### config.mk
export PLATFORM = sky130hd
export DESIGN_NAME = adc_serial_port
export DESIGN_NICKNAME = d
export VERILOG_FILES = /design/src/include/adc_xclk_pkg.sv /design/src/verilog/result_fifo.sv /design/src/verilog/adc_serial_port.sv
export SDC_FILE = /design/constraint.sdc
export NUM_CORES = 1
export LEC_CHECK = 0
export ABC_AREA = 1
export BUFFER_PORTS_ARGS = -buffer_cell sky130_fd_sc_hd__buf_2
export CORE_MARGIN = 1
export CORE_UTILIZATION = 60
export DETAILED_ROUTE_END_ITERATION = 7
export GPL_ROUTABILITY_DRIVEN = 0
export PLACE_DENSITY = 0.86
export SYNTH_ARGS = -nofsm -noshare
export SYNTH_HDL_FRONTEND = slang
export SYNTH_HIERARCHICAL = 1
export SYNTH_SLANG_ARGS = --single-unit
### constraint.sdc
create_clock -name mclk_i -period 4.66 [get_ports mclk_i]
set_input_delay 0.233 -clock mclk_i [delete_from_list [all_inputs] [get_ports mclk_i]]
set_output_delay 0.233 -clock mclk_i [all_outputs]
set_load 0.1 [all_outputs]
### src/include/adc_xclk_pkg.sv
// Constants, encodings and types shared by the serial conversion port.
// What this block does
// - Clock mode 11: conversion byte write starts one conversion timed by serial clock.
// - Clock mode 11 ignores configured scanning and averaging; one channel, once.
// - Clock mode 11 shifts the result out while the conversion runs.
// - Temperature result appears on data out during the last 2 bytes.
// - First byte of entry cut short: next read gives the entry's low byte, bits 7..0.
// - First byte read, second cut short: rest of entry is dropped.
// - Later entries survive partial reads; host ignores 4 leading zero bits.
// - Truncated write updates bits from MSB down; lower bits keep old value.
// - Chip select low before end-of-conversion aborts conversion and clears FIFO, outside clock mode 11.
// - Results are straight binary; voltage word and temperature word packing.
// - End-of-conversion stays low until chip select or convert-start falls.
package adc_xclk_pkg;

	// Timing
	localparam int CLK_PERIOD_NS = 5;
	localparam int CS_HIGH_MAX_US = 100;
	localparam int CS_HIGH_MAX_CYCLES = CS_HIGH_MAX_US * 1000 / CLK_PERIOD_NS;

	// Serial framing counts
	localparam int BYTE_BITS = 8;
	localparam int XCONV_CLOCKS = 16;
	localparam int TEMP_CLOCKS = 192;
	localparam int RESULT_BITS = 16;
	localparam int FIFO_DEPTH = 8;
	localparam logic [3:0] BYTE_LAST = 4'(BYTE_BITS - 1);
	localparam logic [3:0] FULL_BYTE = 4'(BYTE_BITS);
	localparam logic [7:0] XCONV_LAST = 8'(XCONV_CLOCKS - 1);
	localparam logic [7:0] TEMP_LAST = 8'(TEMP_CLOCKS - 1);
	localparam logic [7:0] TEMP_OUT_FIRST = 8'(TEMP_CLOCKS - RESULT_BITS);
	localparam logic [4:0] RD_SECOND_BYTE = 5'(BYTE_BITS);
	localparam logic [4:0] RD_LAST = 5'(RESULT_BITS - 1);

	// Clock-mode codes
	localparam logic [1:0] CLK_MODE_00 = 2'h0;
	localparam logic [1:0] CLK_MODE_01 = 2'h1;
	localparam logic [1:0] CLK_MODE_EXT = 2'h3;

	// Conversion register fields
	localparam int CONV_CHAN_LSB = 3;
	localparam int CONV_SCAN_LSB = 1;
	localparam int CONV_TEMP_BIT = 0;
	// Setup register fields
	localparam int SETUP_CLK_LSB = 4;
	localparam int SETUP_REF_LSB = 2;
	// Averaging register fields
	localparam int AVG_ON_BIT = 4;
	localparam int AVG_N_LSB = 2;
	// Reset register: 0 resets all registers, 1 clears the FIFO only
	localparam int RST_FIFO_ONLY_BIT = 3;

	// Values after reset (prefix bits included; clock mode 10)
	localparam logic [7:0] CONV_RST = 8'h80;
	localparam logic [7:0] SETUP_RST = 8'h60;
	localparam logic [7:0] AVG_RST = 8'h20;

	typedef enum {SEL_NONE, SEL_CONV, SEL_SETUP, SEL_AVG, SEL_RESET} reg_sel_t;
	typedef enum {PH_IDLE, PH_XCONV, PH_TEMP} phase_t;

endpackage

### src/verilog/result_fifo.sv
// Result FIFO with valid/ready on both sides and a synchronous clear.
`timescale 1ns/1ps
module result_fifo #(
	parameter int WIDTH = 16,
	parameter int DEPTH = 8
) (
	// Clock and reset
	input wire logic clk_i,
	input wire logic rst_n_i,
	input wire logic clear_i,
	// Fill side
	input wire logic in_valid_i,
	input wire logic [WIDTH-1:0] in_data_i,
	output logic in_ready_o,
	// Drain side
	output logic out_valid_o,
	output logic [WIDTH-1:0] out_data_o,
	input wire logic out_ready_i
);
	localparam int AW = $clog2(DEPTH);
	localparam int CW = AW + 1;

	typedef struct packed {
		logic [DEPTH-1:0][WIDTH-1:0] mem;
		logic [AW-1:0] wr_ptr;
		logic [AW-1:0] rd_ptr;
		logic [CW-1:0] count;
		logic in_rdy;
	} fifo_state_t;

	fifo_state_t s;
	fifo_state_t next_s;
	logic push;
	logic pop;

	// Pointer and count update; ready is registered so it never glitches
	always_comb begin
		next_s = s;
		push = in_valid_i & s.in_rdy;
		pop = out_ready_i & (s.count != '0);
		if (push) begin
			next_s.mem[s.wr_ptr] = in_data_i;
			next_s.wr_ptr = s.wr_ptr + AW'(1);
		end
		if (pop) begin
			next_s.rd_ptr = s.rd_ptr + AW'(1);
		end
		next_s.count = s.count + CW'(push) - CW'(pop);
		if (clear_i) begin
			next_s.wr_ptr = '0;
			next_s.rd_ptr = '0;
			next_s.count = '0;
		end
		next_s.in_rdy = (next_s.count != CW'(DEPTH));
	end

	always_ff @(posedge clk_i) begin
		if (!rst_n_i) begin
			s <= '0;
			s.in_rdy <= 1'b1;
		end else begin
			s <= next_s;
		end
	end

	assign in_ready_o = s.in_rdy;
	assign out_valid_o = (s.count != '0);
	assign out_data_o = s.mem[s.rd_ptr];
endmodule

### src/verilog/adc_serial_port.sv
// Serial port control of the ADC: register writes, externally clocked conversion, FIFO readout.
`timescale 1ns/1ps
module adc_serial_port
	import adc_xclk_pkg::*;
#(
	parameter int unsigned CS_HIGH_LIMIT = CS_HIGH_MAX_CYCLES
) (
	// Clock and reset
	input wire logic mclk_i,
	input wire logic rst_n_i,
	// Serial pins, asynchronous to mclk_i
	input wire logic cs_n_i,
	input wire logic sclk_i,
	input wire logic din_i,
	output logic dout_o,
	output logic dout_oe_o,
	// Conversion control pins
	input wire logic convert_start_n_i,
	output logic eoc_n_o,
	// Analog core request and result, same clock
	output logic conv_start_o,
	output logic [3:0] conv_chan_o,
	output logic conv_temp_o,
	input wire logic conv_done_i,
	input wire logic [11:0] conv_data_i,
	// Internal sequencer for the other clock modes
	output logic int_start_o,
	output logic abort_o,
	input wire logic scan_done_i,
	output logic [1:0] clk_mode_o,
	output logic [1:0] ref_mode_o,
	output logic [1:0] scan_mode_o,
	output logic avg_on_o,
	output logic [1:0] avg_count_o,
	// Result words from the internal sequencer into the FIFO
	input wire logic res_valid_i,
	input wire logic [RESULT_BITS-1:0] res_data_i,
	output logic res_ready_o
);

	typedef struct packed {
		logic [2:0] sclk_s;
		logic [2:0] cs_s;
		logic [2:0] cst_s;
		logic [1:0] din_s;
		logic [7:0] rx_sr;
		logic [3:0] rx_cnt;
		logic [7:0] conv_reg;
		logic [7:0] setup_reg;
		logic [7:0] avg_reg;
		phase_t phase;
		logic [7:0] xcnt;
		logic [RESULT_BITS-1:0] xword;
		logic [4:0] rd_bit;
		logic [15:0] hi_cnt;
		logic busy;
		logic dout;
		logic dout_oe;
		logic eoc_n;
		logic conv_start;
		logic int_start;
		logic abort;
		logic flush;
		logic [1:0] scan_mode;
		logic avg_on;
	} port_state_t;

	port_state_t s;
	port_state_t next_s;

	logic pop;
	logic fifo_valid;
	logic [RESULT_BITS-1:0] fifo_head;
	logic fifo_in_ready;

	// Overlay the top n shifted bits onto an old register value
	function automatic logic [7:0] merge_bits(input logic [7:0] old, input logic [7:0] sr,
			input logic [3:0] n);
		logic [7:0] keep;
		keep = 8'hFF >> n;
		merge_bits = (old & keep) | (sr << (FULL_BYTE - n));
	endfunction

	// Which register the leading bits address; needs enough bits to tell
	function automatic reg_sel_t decode_sel(input logic [7:0] sr, input logic [3:0] n);
		logic [7:0] a;
		a = sr << (FULL_BYTE - n);
		if (n >= 4'h1 && a[7])
			decode_sel = SEL_CONV;
		else if (n >= 4'h2 && a[7:6] == 2'h1)
			decode_sel = SEL_SETUP;
		else if (n >= 4'h3 && a[7:5] == 3'h1)
			decode_sel = SEL_AVG;
		else if (n >= 4'h4 && a[7:4] == 4'h1)
			decode_sel = SEL_RESET;
		else
			decode_sel = SEL_NONE;
	endfunction

	result_fifo #(
		.WIDTH(RESULT_BITS),
		.DEPTH(FIFO_DEPTH)
	) u_fifo (
		.clk_i(mclk_i),
		.rst_n_i(rst_n_i),
		.clear_i(s.flush),
		.in_valid_i(res_valid_i),
		.in_data_i(res_data_i),
		.in_ready_o(fifo_in_ready),
		.out_valid_o(fifo_valid),
		.out_data_o(fifo_head),
		.out_ready_i(pop)
	);

	// Whole port: sync, edge detect, writes, conversion sequencing, readout
	always_comb begin
		logic sclk_rise;
		logic sclk_fall;
		logic cs_fall;
		logic cs_rise;
		logic cs_low;
		logic cst_fall;
		logic ext;
		logic wr_en;
		logic wr_full;
		logic [7:0] wr_sr;
		logic [3:0] wr_n;
		logic [7:0] tidx;
		reg_sel_t sel;
		next_s = s;
		pop = 1'b0;
		wr_en = 1'b0;
		wr_full = 1'b0;
		wr_sr = 8'h00;
		wr_n = 4'h0;
		tidx = 8'h00;
		sel = SEL_NONE;
		// Two flops before any use; edges from stages two and three only
		next_s.sclk_s = {s.sclk_s[1:0], sclk_i};
		next_s.cs_s = {s.cs_s[1:0], cs_n_i};
		next_s.cst_s = {s.cst_s[1:0], convert_start_n_i};
		next_s.din_s = {s.din_s[0], din_i};
		sclk_rise = s.sclk_s[1] & ~s.sclk_s[2];
		sclk_fall = ~s.sclk_s[1] & s.sclk_s[2];
		cs_fall = ~s.cs_s[1] & s.cs_s[2];
		cs_rise = s.cs_s[1] & ~s.cs_s[2];
		cs_low = ~s.cs_s[1];
		cst_fall = ~s.cst_s[1] & s.cst_s[2];
		ext = (s.setup_reg[SETUP_CLK_LSB +: 2] == CLK_MODE_EXT);
		next_s.conv_start = 1'b0;
		next_s.int_start = 1'b0;
		next_s.abort = 1'b0;
		next_s.flush = 1'b0;

		// Scan and averaging reach the sequencer only outside mode 11
		next_s.scan_mode = ext ? 2'h0 : s.conv_reg[CONV_SCAN_LSB +: 2];
		next_s.avg_on = ext ? 1'b0 : s.avg_reg[AVG_ON_BIT];

		// Straight binary packing: 4 zero leads, then the code
		if (conv_done_i && s.phase != PH_IDLE) begin
			if (s.phase == PH_TEMP)
				next_s.xword = {4'h0, conv_data_i};
			else
				next_s.xword = {4'h0, conv_data_i[9:0], 2'h0};
		end

		// A chip-select gap mid voltage conversion is tolerated only briefly
		if (!cs_low && s.phase == PH_XCONV) begin
			next_s.hi_cnt = s.hi_cnt + 16'h0001;
			if (32'(s.hi_cnt) >= CS_HIGH_LIMIT) begin
				next_s.phase = PH_IDLE;
				next_s.abort = 1'b1;
			end
		end

		if (cs_fall) begin
			next_s.hi_cnt = 16'h0000;
			next_s.rx_cnt = 4'h0;
			next_s.eoc_n = 1'b1;
			if (s.busy) begin
				next_s.busy = 1'b0;
				next_s.abort = 1'b1;
				next_s.flush = 1'b1;
			end
		end

		// Truncated byte and truncated FIFO entry at chip-select rise
		if (cs_rise) begin
			if (s.rx_cnt != 4'h0) begin
				wr_en = 1'b1;
				wr_sr = s.rx_sr;
				wr_n = s.rx_cnt;
			end
			if (s.rd_bit != 5'h00 && s.rd_bit < RD_SECOND_BYTE) begin
				next_s.rd_bit = RD_SECOND_BYTE;
			end else if (s.rd_bit > RD_SECOND_BYTE) begin
				pop = 1'b1;
				next_s.rd_bit = 5'h00;
			end
		end

		// Convert-start pin releases the end flag in any mode, starts in clock modes 00 and 01 only; ahead of the end of a conversion
		if (cst_fall) begin
			next_s.eoc_n = 1'b1;
			if (!ext && (s.setup_reg[SETUP_CLK_LSB +: 2] == CLK_MODE_00 ||
					s.setup_reg[SETUP_CLK_LSB +: 2] == CLK_MODE_01)) begin
				next_s.int_start = 1'b1;
				next_s.busy = 1'b1;
			end
		end

		if (sclk_rise && cs_low) begin
			// Conversion clocks come from the serial clock itself
			case (s.phase)
				PH_XCONV: begin
					next_s.xcnt = s.xcnt + 8'h01;
					if (s.xcnt == XCONV_LAST) begin
						next_s.phase = PH_IDLE;
						next_s.eoc_n = 1'b0;
					end
				end
				PH_TEMP: begin
					next_s.xcnt = s.xcnt + 8'h01;
					if (s.xcnt == TEMP_LAST) begin
						next_s.phase = PH_IDLE;
						next_s.eoc_n = 1'b0;
					end
				end
				default: begin
					// FIFO is not the result path in mode 11
					if (!ext && fifo_valid) begin
						next_s.rd_bit = s.rd_bit + 5'h01;
						if (s.rd_bit == RD_LAST) begin
							pop = 1'b1;
							next_s.rd_bit = 5'h00;
						end
					end
				end
			endcase
			// Byte receiver runs under conversions so a new byte can follow a zero byte
			next_s.rx_sr = {s.rx_sr[6:0], s.din_s[1]};
			next_s.rx_cnt = s.rx_cnt + 4'h1;
			if (s.rx_cnt == BYTE_LAST) begin
				next_s.rx_cnt = 4'h0;
				wr_en = 1'b1;
				wr_full = 1'b1;
				wr_sr = {s.rx_sr[6:0], s.din_s[1]};
				wr_n = FULL_BYTE;
			end
		end

		// Register update; only a whole byte triggers actions
		if (wr_en) begin
			sel = decode_sel(wr_sr, wr_n);
			case (sel)
				SEL_CONV: begin
					next_s.conv_reg = merge_bits(s.conv_reg, wr_sr, wr_n);
					if (wr_full && ext) begin
						next_s.phase = wr_sr[CONV_TEMP_BIT] ? PH_TEMP : PH_XCONV;
						next_s.xcnt = 8'h00;
						next_s.xword = '0;
						next_s.hi_cnt = 16'h0000;
						next_s.conv_start = 1'b1;
					end else if (wr_full) begin
						next_s.int_start = 1'b1;
						next_s.busy = 1'b1;
					end
				end
				SEL_SETUP: begin
					next_s.setup_reg = merge_bits(s.setup_reg, wr_sr, wr_n);
				end
				SEL_AVG: begin
					next_s.avg_reg = merge_bits(s.avg_reg, wr_sr, wr_n);
				end
				SEL_RESET: begin
					if (wr_full) begin
						next_s.flush = 1'b1;
						next_s.rd_bit = 5'h00;
						if (!wr_sr[RST_FIFO_ONLY_BIT]) begin
							next_s.conv_reg = CONV_RST;
							next_s.setup_reg = SETUP_RST;
							next_s.avg_reg = AVG_RST;
						end
					end
				end
				default: begin
				end
			endcase
		end

		// Completion wins over a clearing edge in the same cycle
		if (scan_done_i) begin
			next_s.busy = 1'b0;
			next_s.eoc_n = 1'b0;
		end

		// Data out changes on falling serial clock, first bit at chip-select fall
		next_s.dout_oe = cs_low;
		if ((sclk_fall && cs_low) || cs_fall) begin
			case (next_s.phase)
				PH_XCONV: begin
					next_s.dout = next_s.xword[4'hF - next_s.xcnt[3:0]];
				end
				PH_TEMP: begin
					tidx = next_s.xcnt - TEMP_OUT_FIRST;
					if (next_s.xcnt >= TEMP_OUT_FIRST)
						next_s.dout = next_s.xword[4'hF - tidx[3:0]];
					else
						next_s.dout = 1'b0;
				end
				default: begin
					next_s.dout = (!ext && fifo_valid) ? fifo_head[4'hF - next_s.rd_bit[3:0]] : 1'b0;
				end
			endcase
		end
		if (!cs_low)
			next_s.dout = 1'b0;
	end

	always_ff @(posedge mclk_i) begin
		if (!rst_n_i) begin
			s <= '0;
			s.sclk_s <= 3'h0;
			s.cs_s <= 3'h7;
			s.cst_s <= 3'h7;
			s.conv_reg <= CONV_RST;
			s.setup_reg <= SETUP_RST;
			s.avg_reg <= AVG_RST;
			s.phase <= PH_IDLE;
			s.eoc_n <= 1'b1;
		end else begin
			s <= next_s;
		end
	end

	// Outputs straight from state flops
	assign dout_o = s.dout;
	assign dout_oe_o = s.dout_oe;
	assign eoc_n_o = s.eoc_n;
	assign conv_start_o = s.conv_start;
	assign conv_chan_o = s.conv_reg[CONV_CHAN_LSB +: 4];
	assign conv_temp_o = s.conv_reg[CONV_TEMP_BIT];
	assign int_start_o = s.int_start;
	assign abort_o = s.abort;
	assign clk_mode_o = s.setup_reg[SETUP_CLK_LSB +: 2];
	assign ref_mode_o = s.setup_reg[SETUP_REF_LSB +: 2];
	assign scan_mode_o = s.scan_mode;
	assign avg_on_o = s.avg_on;
	assign avg_count_o = s.avg_reg[AVG_N_LSB +: 2];
	assign res_ready_o = fifo_in_ready;
endmodule

==> impl_metrics.yaml <==
outcome:
  outcome: "finished, final reports clean"
worst_setup_path:
  cp.arrival_ns: 4.30
  r2r-start: "s[112]$_SDFFE_PN0P_"
  rrSetupSlack_ns: 0.78
  crit_type: "flop to flop"
  r2r_cells: 15
  crit_start: "s[112]$_SDFFE_PN0P_"
  crit_path_end_kind: "flop"
  worstReg2RegEnd: "s[65]$_SDFF_PN0_"
  cp_max_fo: 40
  endpoint: "s[65]$_SDFF_PN0_"
  cp-start-kind: "flop"
  critPathRequiredTime_ns: 5.08
timing:
  tightest_slew_ns: 1.07
  setup-violations-final: 0
  period_minus_slack_ns: 3.88
  timing.hold.ws_ns: 0.0347
  hold_viol_final: 0
  setup_tns_ns: 0
  drv_slew: 0
  fin_worst_skew_ns: 0.0129
  fmax_mhz: 258
  rsz0062_at_grt: "no"
  timing.slew.headroom_pct: 28.8
  period_share_pct: 83.3
layout:
  drive_gt1_share_pct: 9.10
  final_net_count: 2026
  final_area_mm2: 0.0142
  final_core_util_pct: 67.2
  syn2layout_area_growth_pct: 9.00
  antennaDiodeCount: 0
  layout_common_cells: "494 x nand2_1, 433 x nor2_1, 263 x dfxtp_1"
  final_common_cell: "nand2_1"
die:
  die-height_um: 149
  io_pins: 58
  start_util_pct: 61.7
  die_area_mm2: 0.0223
  die_w_um: 149
  num_rows: 53
  core_mm2: 0.0212
clock_tree:
  cts-htree-levels: 1
  clock-sinks: 264
  ctsHoldBuffers: 5
  clk_latency_ns: 0.55
  cts_resized: 0
  cts_setup_buffers: 0
  cts_buffer_depth: 3
  cts_buffers: 27
  clkTransAtPathRegs_ns: 0.06
  clockRootBuffer: "clkbuf_16"
  cts_tree: "built"
route:
  drtIter0Drc: 1192
  drc_errors: 0
  via_per_inst: 5.44
  vias: 12300
  ant_nets: 0
  route.detailed.wl_per_inst_um: 13.9
  drtPass1Iterations: 6
  wirelength_um: 31400
power_and_ir_drop:
  vdd_drop_max_mv: 0.307
  powerDensity_mw_per_mm2: 369
  p_leak_nw: 6.28
synthesis:
  ys_seq_area_share_pct: 40.5
  synthDistinctLibCells: 45
  synthArstFlopShare_pct: 0
  synth_area_mm2: 0.0130
  synth-main-ff-cell: "dfxtp_1"
  syn_inst: 1961
  ys_warn_count: 6
  syn_nets: 2019
  synth-edff-count: 0
  synth-seq-cells: 264
  syn_area_per_cell_um2: 6.65
global_routing:
  grt.total_usage_pct: 28.3
  grt_max_degree: 88
  gr-total-overflow: 0
  antenna_found_initial: 0
  grt_pass1_wl_um: 52200
  grt_pass1_vias: 11400
run:
  drv_cap: 0
placement:
  portBuffers: 57
  dp.final_hpwl_um: 20600
  placed_area_mm2: 0.0132
min_path:
  hp-class: "input port to flop"
-- cells by family after synthesis --
logic type / Yosys count / synth area share [%]
adders and majority gates: 21 / 2.07
and+or+nand+nor: 1113 / 35.5
AOI/OAI and AO/OA: 292 / 12.2
buffers and inverters: 260 / 9.02
xor gates and xnor gates: 11 / 0.739
DFF: 264 / 40.5
-- final cells by class --
cell class	instances	area (um2)
Clock buffer	43	846
Clock inverter	7	125
Fill cell	1844	6940
Inverter	168	636
Multi-Input combinational cell	1437	6580
Sequential cell	264	5290
Tap cell	275	344
Timing Repair Buffer	70	398
-- report_power, final --
group | internal [W] | total [W] | switching, W
Sequential | 0.00235 | 0.00240 | 0.0000506
Combinational | 0.000175 | 0.000538 | 0.000363
Clock | 0.00141 | 0.00231 | 0.000898
Total | 0.00394 | 0.00525 | 0.00131
-- critical path: stages (launching register included) --
cell	delay [ns]
dfxtp_1	0.43
inv_1	0.09
ha_1	0.20
nand2_1	0.34
nand3_4	0.30
clkinv_4	0.17
ha_1	0.32
inv_1	0.21
nand3_1	0.12
nand2_2	0.10
nand2_2	0.09
nand2_4	0.11
nand3_4	0.33
nand2_1	0.38
buf_4	0.43
nor2_1	0.09
-- routing by layer --
metal / global-route usage, % / vias to the layer above / wire (um)
met3: 3.41 / 69 / 2070
met2: 50.2 / 435 / 15200
li1: - / 6201 / -
met5: 0 / - / 0
met1: 35.5 / 5600 / 13300
met4: 8.72 / 0 / 784
-- flip-flops by register name, summed over array words and instances (netlist names), 2 cells and up --
signal and count:
next_s 7, scan_mode_o 2, ref_mode_o 2, u_fifo/s 138, s 98, clk_mode_o 2
avg_count_o 2, conv_chan_o 4
-- worst min path at each step --
stage,end,cells past startpoint,from
6_report,u_fifo/s[19]$_SDFFE_PN0P_,3,res_data_i[8]
5_1_grt,u_fifo/s[69]$_SDFFE_PN0P_,3,res_data_i[10]
4_1_cts,u_fifo/s[99]$_SDFFE_PN0P_,3,res_data_i[8]
3_5_place_dp,next_s[128]$_SDFF_PN1_,1,next_s[127]$_SDFF_PN1_
3_3_place_gp,next_s[128]$_SDFF_PN1_,1,next_s[127]$_SDFF_PN1_
2_1_floorplan,s[10]$_SDFF_PP0_,1,scan_done_i
-- per-stage QoR --
| step | std cells | setup slack, ns | power, W |
|---|---|---|---|
| after floorplan | 1961 | 1.60 | 0.00285 |
| after global placement | 2209 | 1.04 | 0.00296 |
| after detailed placement | 2209 | 0.834 | 0.00298 |
| after CTS | 2264 | 0.815 | 0.00527 |
| after global routing | 2264 | 0.370 | 0.00546 |
| final | 2264 | 0.780 | 0.00525 |
-- synthesized netlist by cell type (2+ instances only) --
master | number | share of area (%)
a211oi_1 | 8 | 0.46
a21oi_1 | 55 | 2.1
a31oi_1 | 2 | 0.096
buf_2 | 24 | 0.92
buf_4 | 12 | 0.69
buf_6 | 10 | 0.86
buf_8 | 4 | 0.46
clkbuf_1 | 41 | 1.2
clkinv_1 | 3 | 0.086
dfxtp_1 | 264 | 41
ha_1 | 20 | 1.9
inv_1 | 151 | 4.3
inv_2 | 13 | 0.37
nand2_1 | 494 | 14
nand2_2 | 12 | 0.58
nand2_4 | 5 | 0.43
nand3_1 | 105 | 4.0
nand3_2 | 3 | 0.23
nand3_4 | 4 | 0.54
nand4_1 | 13 | 0.62
nor2_1 | 433 | 12
nor2_2 | 4 | 0.19
nor2_4 | 6 | 0.52
nor3_1 | 12 | 0.46
nor3b_1 | 7 | 0.40
nor4_1 | 4 | 0.19
o21ai_0 | 195 | 7.5
o21ai_1 | 11 | 0.42
o21ai_2 | 6 | 0.40
o22ai_1 | 2 | 0.096
o31ai_1 | 3 | 0.17
o41ai_2 | 4 | 0.50
or2_2 | 9 | 0.43
xor2_1 | 11 | 0.74
Power figures use the tool's default switching activity.
